File: src/trr_pkg.sv
package trr_pkg;

    // ------------------------------------------------------------
    // Register map
    // ------------------------------------------------------------
    localparam logic [7:0] ADDR_LOCAL = 8'h00;
    localparam logic [7:0] ADDR_REM_HI = 8'h01;
    localparam logic [7:0] ADDR_CFG_RD = 8'h03;
    localparam logic [7:0] ADDR_CFG_WR = 8'h09;
    localparam logic [7:0] ADDR_REM_LO = 8'h10;
    localparam int NUM_REGS = 22;

    // ------------------------------------------------------------
    // Reset values and fields
    // ------------------------------------------------------------
    localparam logic [7:0] RESULT_RST = 8'h00;
    localparam logic [7:0] POINTER_RST = 8'h00;
    localparam logic [7:0] CFG_RST = 8'h00;
    localparam int CFG_RANGE_BIT = 2;
    localparam logic [7:0] REM_LO_MASK = 8'hC0;
    localparam int FRAC_POS = 6;

    // ------------------------------------------------------------
    // Encoding
    // ------------------------------------------------------------
    localparam logic signed [9:0] TEMP_MIN_BIN = 10'sh000;
    localparam logic signed [9:0] TEMP_MAX_BIN = 10'sh07F;
    localparam logic signed [9:0] TEMP_MIN_EXT = -10'sh040;
    localparam logic signed [9:0] TEMP_MAX_EXT = 10'sh0BF;
    localparam logic signed [9:0] EXT_OFFSET = 10'sh040;

    // ------------------------------------------------------------
    // Carriers
    // ------------------------------------------------------------
    typedef struct packed {
        logic valid;
        logic remote;
        logic shorted;
        logic signed [9:0] degrees;
        logic [1:0] quarter;
    } trr_conv_s;

    typedef struct packed {
        logic wrPtr;
        logic wrData;
        logic rdData;
        logic [7:0] data;
    } trr_bus_s;

    typedef enum logic [1:0] {
        ST_IDLE = 2'b00,
        ST_LOCKED = 2'b01
    } trr_lock_e;

endpackage

File: src/trr_result_regs.sv
`timescale 1ns/100ps
module trr_result_regs (
    // Clock and reset
    input wire logic clk,
    input wire logic rst_b,
    // Converter results
    input wire trr_pkg::trr_conv_s conv,
    // Register bus
    input wire trr_pkg::trr_bus_s bus,
    // Read data, range and pointer
    output logic [7:0] rdData,
    output logic extRange,
    output logic [7:0] pointer
);

    // ------------------------------------------------------------
    // Reset release
    // ------------------------------------------------------------
    logic rstSync1_r;
    logic rstSync2_r;
    always_ff @(posedge clk or negedge rst_b) begin
        if (!rst_b) begin
            rstSync1_r <= 1'b0;
            rstSync2_r <= 1'b0;
        end else begin
            rstSync1_r <= 1'b1;
            rstSync2_r <= rstSync1_r;
        end
    end
    wire logic rstIn_b = rstSync2_r;

    // ------------------------------------------------------------
    // Encoding
    // ------------------------------------------------------------
    function automatic logic [7:0] encode(input logic signed [9:0] t, input logic ext);
        logic signed [9:0] v;
        v = t;
        if (ext) begin
            if (v < trr_pkg::TEMP_MIN_EXT) v = trr_pkg::TEMP_MIN_EXT;
            if (v > trr_pkg::TEMP_MAX_EXT) v = trr_pkg::TEMP_MAX_EXT;
            v = v + trr_pkg::EXT_OFFSET;
        end else begin
            if (v < trr_pkg::TEMP_MIN_BIN) v = trr_pkg::TEMP_MIN_BIN;
            if (v > trr_pkg::TEMP_MAX_BIN) v = trr_pkg::TEMP_MAX_BIN;
        end
        return v[7:0];
    endfunction

    // ------------------------------------------------------------
    // State
    // ------------------------------------------------------------
    // eight-bit registers, data-phase flag and lock state
    logic [7:0] local_r, local_nxt;
    logic [7:0] remHi_r, remHi_nxt;
    logic [7:0] remLo_r, remLo_nxt;
    logic [7:0] cfg_r, cfg_nxt;
    logic [7:0] ptr_r, ptr_nxt;
    logic [7:0] rd_r, rd_nxt;
    logic expectData_r, expectData_nxt;
    trr_pkg::trr_lock_e lock_r, lock_nxt;

    logic ext;
    assign ext = cfg_r[trr_pkg::CFG_RANGE_BIT];

    always_comb begin
        local_nxt = local_r;
        remHi_nxt = remHi_r;
        remLo_nxt = remLo_r;
        cfg_nxt = cfg_r;
        ptr_nxt = ptr_r;
        rd_nxt = rd_r;
        expectData_nxt = expectData_r;
        lock_nxt = lock_r;

        if (conv.valid) begin
            if (!conv.remote) begin
                local_nxt = encode(conv.degrees, ext);
            end else if (!conv.shorted) begin
                if (lock_r == trr_pkg::ST_IDLE) begin
                    remHi_nxt = encode(conv.degrees, ext);
                    remLo_nxt = {conv.quarter, 6'h00} & trr_pkg::REM_LO_MASK;
                end
            end
        end

        if (bus.wrPtr) begin
            ptr_nxt = bus.data;
            expectData_nxt = 1'b1;
        end else if (bus.wrData && expectData_r) begin
            if (ptr_r == trr_pkg::ADDR_CFG_WR) begin
                cfg_nxt = bus.data;
            end
            expectData_nxt = 1'b0;
        end

        if (bus.rdData) begin
            if (ptr_r == trr_pkg::ADDR_LOCAL) begin
                rd_nxt = local_r;
            end else if (ptr_r == trr_pkg::ADDR_REM_HI) begin
                rd_nxt = remHi_r;
                lock_nxt = trr_pkg::ST_IDLE;
            end else if (ptr_r == trr_pkg::ADDR_REM_LO) begin
                rd_nxt = remLo_r;
                lock_nxt = trr_pkg::ST_LOCKED;
            end else if (ptr_r == trr_pkg::ADDR_CFG_RD) begin
                rd_nxt = cfg_r;
            end else begin
                rd_nxt = 8'h00;
            end
        end
    end

    // ------------------------------------------------------------
    // Registers
    // ------------------------------------------------------------
    always_ff @(posedge clk or negedge rstIn_b) begin
        if (!rstIn_b) begin
            local_r <= trr_pkg::RESULT_RST;
            remHi_r <= trr_pkg::RESULT_RST;
            remLo_r <= trr_pkg::RESULT_RST;
            cfg_r <= trr_pkg::CFG_RST;
            ptr_r <= trr_pkg::POINTER_RST;
            rd_r <= 8'h00;
            expectData_r <= 1'b0;
            lock_r <= trr_pkg::ST_IDLE;
        end else begin
            local_r <= local_nxt;
            remHi_r <= remHi_nxt;
            remLo_r <= remLo_nxt;
            cfg_r <= cfg_nxt;
            ptr_r <= ptr_nxt;
            rd_r <= rd_nxt;
            expectData_r <= expectData_nxt;
            lock_r <= lock_nxt;
        end
    end

    assign rdData = rd_r;
    assign extRange = cfg_r[trr_pkg::CFG_RANGE_BIT];
    assign pointer = ptr_r;

endmodule // trr_result_regs

File: config.mk
export PLATFORM = sky130hd
export DESIGN_NAME = trr_result_regs
export DESIGN_NICKNAME = d
export VERILOG_FILES = /design/src/trr_pkg.sv /design/src/trr_result_regs.sv
export SDC_FILE = /design/constraint.sdc
export NUM_CORES = 1
export LEC_CHECK = 0
export BUFFER_PORTS_ARGS = -buffer_cell sky130_fd_sc_hd__buf_4
export CORE_ASPECT_RATIO = 1.75
export CORE_UTILIZATION = 59
export DETAILED_ROUTE_END_ITERATION = 10
export PLACE_DENSITY = 0.84
export RECOVER_POWER = 50
export SLEW_MARGIN = 20
export SYNTH_ARGS = -nofsm -noshare
export SYNTH_HDL_FRONTEND = slang
export SYNTH_SLANG_ARGS = --single-unit
File: constraint.sdc
create_clock -name clk -period 3.9 [get_ports clk]
set_input_delay 0.975 -clock clk [delete_from_list [all_inputs] [get_ports clk]]
set_output_delay 0.975 -clock clk [all_outputs]
set_load 0.02 [all_outputs]
After elaboration in Yosys (flattened, before gate mapping)
Cells that the tools add are included.
Word-level totals
  ROM bits: 0
  bits in registers: 47
  input port bits: 28
  word-level logic and storage cells: 73
  bits in writable memories: 0
  latch bits: 0
  output and inout port bits: 17
  memories kept: 0
Operators by class
  equality and inequality tests: 4
  mux-type cells: 38
  $mul: 0
  $add $sub $neg: 2
  order comparisons: 6
  bitwise gates (word level): 4
  reduce and logical (&&, ||, !) cells: 9
  shifts and indexed selects: 0
  div/mod/pow operators: 0
Operators with widths (count)
  $mux W10: 16
  $mux W8: 18
  $gt A10 B8 Y1 const B: 2
  $gt A10 B9 Y1 const B: 2
  $add A8 B8 Y8 const B: 2
  $lt A10 B1 Y1 const B: 1
  $lt A10 B7 Y1 const B: 1
  $eq A8 B1 Y1 const B: 1
  $eq A8 B2 Y1 const B: 1
  $eq A8 B4 Y1 const B: 1
  $eq A8 B5 Y1 const B: 1
  $logic_not A8 Y1: 1
  $reduce_and A3 Y1: 2
  $mux W2: 2
  $not A1 Y1: 4
  $reduce_and A4 Y1: 1
  $reduce_bool A2 Y1: 2
  $logic_not A2 Y1: 1
  $mux W1: 2
  $reduce_and A2 Y1: 1
  $logic_and A1 B1 Y1: 1

Depth between registers and ports, before layout
  word-level depth: 16
  depth in mapped cells: 7
  depth with buffers taken out: 6

Worst setup path before layout
Ideal clock, no wire load.
  path kind: input to register
  start: input conv[11] (netlist bit)
  end: register local_r[1]
  cell stages on the path: 6
  setup time: 0.139 ns
  setup slack: 1.145 ns
  arrival time: 2.617 ns
  path buffers: 1
  cell sequence: clkbuf_1 > nand4_1 > ha_1 > or4b_4 > o31ai_4 > a31oi_1
On the way
  longest elaborated chain between the ends: 12
  elaborated cells on any way between the ends: 19
  classes of those cells: add/sub (1); order compare (4); mux (14)
RTL lines
  start, declared: RTL line trr_result_regs.sv:7  | input wire trr_pkg::trr_conv_s conv,
  $lt A10 B7 Y1: RTL line trr_result_regs.sv:39  | if (v < trr_pkg::TEMP_MIN_EXT) v = trr_pkg::TEMP_MIN_EXT;
  $mux W10: RTL line trr_result_regs.sv:39
  $mux W10: RTL line trr_result_regs.sv:38  | if (ext) begin
  $mux W10: RTL line trr_result_regs.sv:76  | if (!conv.remote) begin
  $mux W10: RTL line trr_result_regs.sv:75  | if (conv.valid) begin
  $gt A10 B9 Y1: RTL line trr_result_regs.sv:40  | if (v > trr_pkg::TEMP_MAX_EXT) v = trr_pkg::TEMP_MAX_EXT;
  $mux W8: RTL line trr_result_regs.sv:40
  $mux W8: RTL line trr_result_regs.sv:38
  $mux W8: RTL line trr_result_regs.sv:76
  $mux W8: RTL line trr_result_regs.sv:75
  $add A8 B8 Y8: RTL line trr_result_regs.sv:41  | v = v + trr_pkg::EXT_OFFSET;
  $mux W8 *: RTL line trr_result_regs.sv:38
  end signal, assigned: RTL line trr_result_regs.sv:118  | local_r <= trr_pkg::RESULT_RST;
  end signal, assigned: RTL line trr_result_regs.sv:127  | local_r <= local_nxt;
  end, declared: RTL line trr_result_regs.sv:53  | logic [7:0] local_r, local_nxt;
Every way passes the cells marked *; elsewhere a longest branch is shown, timed or not. The select of a mux whose other input is x is not followed.
A chain may end at the register's enable or synchronous reset.

Final worst setup path
Ends and elaborated chain as after synthesis.

==> impl_metrics.xml <==
<?xml version="1.0" encoding="UTF-8"?>
<metrics>
  <group name="outcome">
    <metric name="outcome" unit="">complete, but fails checks</metric>
    <metric name="failed_checks" unit="">max-capacitance violations, max-slew violations</metric>
  </group>
  <group name="final_layout">
    <metric name="final_instance_area" unit="mm2">0.00276</metric>
    <metric name="multi_input_area" unit="mm2">0.00107</metric>
    <metric name="layout.area.seq" unit="mm2">0.00115</metric>
    <metric name="share_of_final_layout_standard_cells_stronger_than_drive_strength_1" unit="%">30.5</metric>
    <metric name="area_delta_synth_final" unit="%">20.4</metric>
    <metric name="most_used_cells_in_the_layout_excluding_fill_and_tap_cells" unit="">sky130_fd_sc_hd__dfrtp_1, sky130_fd_sc_hd__buf_4, sky130_fd_sc_hd__nand2_1, sky130_fd_sc_hd__mux2_2, sky130_fd_sc_hd__mux2i_1</metric>
    <metric name="layout.filler_cells" unit="">265</metric>
    <metric name="final_common_cell" unit="">sky130_fd_sc_hd__dfrtp_1</metric>
    <metric name="final_nets" unit="">274</metric>
    <metric name="insertedDiodeCount" unit="">0</metric>
  </group>
  <group name="synth">
    <metric name="post_synthesis_compound_gate_area_fraction" unit="%">17.6</metric>
    <metric name="ys_async_sr_fraction" unit="%">100</metric>
    <metric name="synth_simple_gate_area_share" unit="%">14.5</metric>
    <metric name="sequential_to_total_area_share_from_yosys_stat" unit="%">50.2</metric>
    <metric name="synth.cell_area" unit="mm2">0.00229</metric>
    <metric name="synthFlopType" unit="">sky130_fd_sc_hd__dfrtp_1</metric>
    <metric name="synthMuxAreaShare" unit="%">14.0</metric>
    <metric name="synthesis.instances" unit="">205</metric>
    <metric name="xor_and_xnor_area_share_after_synthesis" unit="%">0</metric>
    <metric name="synth-adder-area-share" unit="%">0.546</metric>
    <metric name="synth_top_family_by_area" unit="">compound AO/OA/AOI/OAI gates</metric>
    <metric name="yosys_warnings" unit="">0</metric>
    <metric name="number_of_synthesized_flops_with_an_enable_pin" unit="">0</metric>
    <metric name="yosys_register_bits" unit="">46</metric>
    <metric name="mappedNetlistNets" unit="">234</metric>
    <metric name="syn_area_per_cell" unit="um2">11.2</metric>
    <metric name="distinct_cell_type_count_of_the_synthesized_netlist" unit="">44</metric>
  </group>
  <group name="timing">
    <metric name="finalCritPeriodShare" unit="%">64.6</metric>
    <metric name="max_slew_margin" unit="%">-13.0</metric>
    <metric name="final_hold_viol_count" unit="">0</metric>
    <metric name="fin_crit" unit="ns">2.52</metric>
    <metric name="final.setup_skew" unit="ns">0.00733</metric>
    <metric name="tns" unit="ns">0</metric>
    <metric name="slew_viol_final" unit="">45</metric>
    <metric name="worst_pin_slew" unit="ns">1.70</metric>
    <metric name="unrepaired_setup_endpoints_after_global_routing" unit="">false</metric>
    <metric name="max_freq" unit="MHz">397</metric>
    <metric name="endpoints_failing_setup" unit="">0</metric>
  </group>
  <group name="global_route">
    <metric name="grt_first_pass_wirelength" unit="um">8330</metric>
    <metric name="gr-usage-all-layers" unit="%">26.5</metric>
    <metric name="maximum_number_of_pins_on_one_net_before_global_route_repair" unit="">45</metric>
    <metric name="overflow" unit="">0</metric>
    <metric name="first_global_vias" unit="">1856</metric>
    <metric name="grt_antenna_before_repair" unit="">0</metric>
  </group>
  <group name="critical_path">
    <metric name="timing.rr.start" unit="">pointer[1]</metric>
    <metric name="critical_path_required" unit="ns">4.04</metric>
    <metric name="reg2reg_to" unit="">cfg_r[6]</metric>
    <metric name="worst-endpoint-arrival" unit="ns">2.66</metric>
    <metric name="path_type_of_the_worst_setup_path" unit="">primary input to flip-flop</metric>
    <metric name="timing.reg2reg.setup_slack" unit="ns">2.00</metric>
    <metric name="setup.worst_path.start_class" unit="">primary input</metric>
    <metric name="critical_path.max_fanout" unit="">16</metric>
    <metric name="worstPathCellList" unit="">buf_4 &gt; nand4_1 &gt; ha_1 &gt; or4b_4 &gt; o31ai_4 &gt; a31oi_1</metric>
    <metric name="slowest_delay" unit="ns">0.52</metric>
    <metric name="ff2ff_path_depth" unit="">3</metric>
    <metric name="critical_path_s_slowest_cell" unit="">sky130_fd_sc_hd__or4b_4</metric>
    <metric name="timing.critical_path.to_type" unit="">flip-flop</metric>
  </group>
  <group name="clock_tree">
    <metric name="maximum_buffer_depth_of_the_clock_tree" unit="">2</metric>
    <metric name="clk-insertion-delay-late" unit="ns">0.30</metric>
    <metric name="clock_sinks" unit="">46</metric>
    <metric name="clk_pin_slew_worst_paths" unit="ns">0.08</metric>
    <metric name="resized_after_cts" unit="">0</metric>
    <metric name="cts-hold-fix-buffers" unit="">0</metric>
    <metric name="clock_tree.htree_level_count" unit="">2</metric>
    <metric name="tritoncts" unit="">built</metric>
    <metric name="cts_made_buffers" unit="">5</metric>
    <metric name="post_cts.repair.setup_buffers" unit="">0</metric>
    <metric name="clk_root_buffer_cell" unit="">sky130_fd_sc_hd__clkbuf_8</metric>
  </group>
  <group name="route">
    <metric name="drt_first_iter_violations" unit="">47</metric>
    <metric name="avgViaCountPerCell" unit="">6.08</metric>
    <metric name="route.detailed.wl_per_inst" unit="um">16.7</metric>
    <metric name="route.detailed.drc" unit="">0</metric>
    <metric name="vias" unit="">1776</metric>
    <metric name="drt-total-wl" unit="um">4870</metric>
    <metric name="antenna_violating_nets_post_route" unit="">0</metric>
    <metric name="first_pass_detailed_route_iteration_total" unit="">4</metric>
  </group>
  <group name="flow_run">
    <metric name="max_cap_viol_count" unit="">1</metric>
  </group>
  <group name="place">
    <metric name="gp_congestion" unit="">0.765</metric>
    <metric name="place.port_buffers" unit="">44</metric>
    <metric name="dpl.hpwl" unit="um">3710</metric>
    <metric name="place_area" unit="mm2">0.00263</metric>
  </group>
  <group name="power_and_ir_drop">
    <metric name="vdd.ir_drop.worst" unit="mV">0.419</metric>
    <metric name="p_leak" unit="nW">1.24</metric>
    <metric name="cellPowerDensity" unit="mW/mm2">416</metric>
    <metric name="total_power" unit="mW">1.15</metric>
  </group>
  <group name="floorplanning">
    <metric name="initial_cell_density_of_the_core" unit="%">62.5</metric>
    <metric name="chipWidth" unit="um">49.1</metric>
    <metric name="dieArea" unit="mm2">0.00415</metric>
    <metric name="placementRows" unit="">29</metric>
    <metric name="placeableCoreArea" unit="mm2">0.00366</metric>
    <metric name="pin_count" unit="">45</metric>
    <metric name="fp.dieH" unit="um">84.5</metric>
  </group>
  <group name="min_path">
    <metric name="holdCritStartpoint" unit="">rstSync1_r</metric>
    <metric name="depth_of_the_worst_hold_timing_path" unit="">0</metric>
    <metric name="min_delay_worst_endpoint" unit="">rstIn_b</metric>
    <metric name="min_delay_path_class" unit="">flip-flop to flip-flop</metric>
  </group>
</metrics>
[metal layers]
layer | GRT usage [%] | up-vias | wire length [um]
li1 | - | 849 | -
met1 | 27.8 | 871 | 1860
met2 | 50.3 | 48 | 2750
met3 | 4.53 | 8 | 179
met4 | 10.2 | 0 | 87
met5 | 0 | - | 0
[state kept, by name (all words and copies together) (netlist names), 2 cells and up]
signal / flops
local_r: 8
remHi_r: 8
remLo_r: 2
cfg_r: 8
pointer: 8
rdData: 8
[area by class of cell]
type / instances / share of cell area (%)
flip-flops and latches: 46 / 41.7
well taps: 46 / 2.09
repair buffers: 44 / 11.7
clock buffers: 5 / 2.49
inverters: 5 / 0.680
multi-input cells: 143 / 38.8
clock inverters: 3 / 2.49
[Yosys cell counts, types with 2 or more instances]
library cell                 n  area [um2]
sky130_fd_sc_hd__dfrtp_1    46        1150
sky130_fd_sc_hd__mux2_2     16         180
sky130_fd_sc_hd__nand2_1    16        60.1
sky130_fd_sc_hd__mux2i_1    14         140
sky130_fd_sc_hd__o21ai_0    11        55.1
sky130_fd_sc_hd__a31oi_1    10        62.6
sky130_fd_sc_hd__nor2_1     10        37.5
sky130_fd_sc_hd__a221o_1     8        80.1
sky130_fd_sc_hd__nor3_1      8        40.0
sky130_fd_sc_hd__a21oi_1     7        35.0
sky130_fd_sc_hd__buf_2       7        35.0
sky130_fd_sc_hd__inv_1       5        18.8
sky130_fd_sc_hd__o21bai_1    4        30.0
sky130_fd_sc_hd__clkbuf_1    3        11.3
sky130_fd_sc_hd__nand3b_1    3        22.5
sky130_fd_sc_hd__nand4_1     3        18.8
sky130_fd_sc_hd__o31ai_1     3        22.5
sky130_fd_sc_hd__a2111oi_0   2        17.5
sky130_fd_sc_hd__a211oi_1    2        15.0
sky130_fd_sc_hd__nor2b_1     2        12.5
sky130_fd_sc_hd__o22ai_1     2        12.5
[report_power, final]
part | total, mW | internal, mW | switching [mW]
sequential | 0.569 | 0.519 | 0.0499
combinational | 0.165 | 0.0806 | 0.0841
clock | 0.414 | 0.257 | 0.158
total | 1.15 | 0.856 | 0.292
[worst max-delay path: cells and delay by family]
family / cells / cell delay (ns)
adder cells (fa/ha/maj): 1 / 0.38
AND/OR/NAND/NOR: 2 / 0.63
buffers and inverters: 1 / 0.17
AO/OA/AOI/OAI: 2 / 0.50
[worst max-delay path by stage]
stage,to,cells after the start,from
floorplan,local_r[1],6,conv[11]
global placement,local_r[1],6,conv[11]
detailed placement,local_r[1],6,conv[11]
CTS,local_r[1],6,conv[11]
global route,local_r[1],6,conv[11]
finish,local_r[1],6,conv[11]
[stage by stage]
step                worst slack [ns]  hold WS [ns]  std cells  util (%)
floorplan                       1.14         0.331        205         -
global placement                1.15         0.339        284      71.8
detailed placement              1.07         0.342        284      71.8
CTS                             1.38         0.361        292      75.6
global route                    1.23         0.373        292      75.3
finish                          1.38         0.355        292      75.3
[cells by family (layout without fill, tap and decap cells)]
group,after synthesis,in the layout
and+or+nand+nor,56,56
buffers and inverters,16,57
AOI/OAI and AO/OA,55,55
other,1,1
muxes,30,30
adders and majority gates,1,1
DFF,46,46
(Power assumes the default switching activity.)
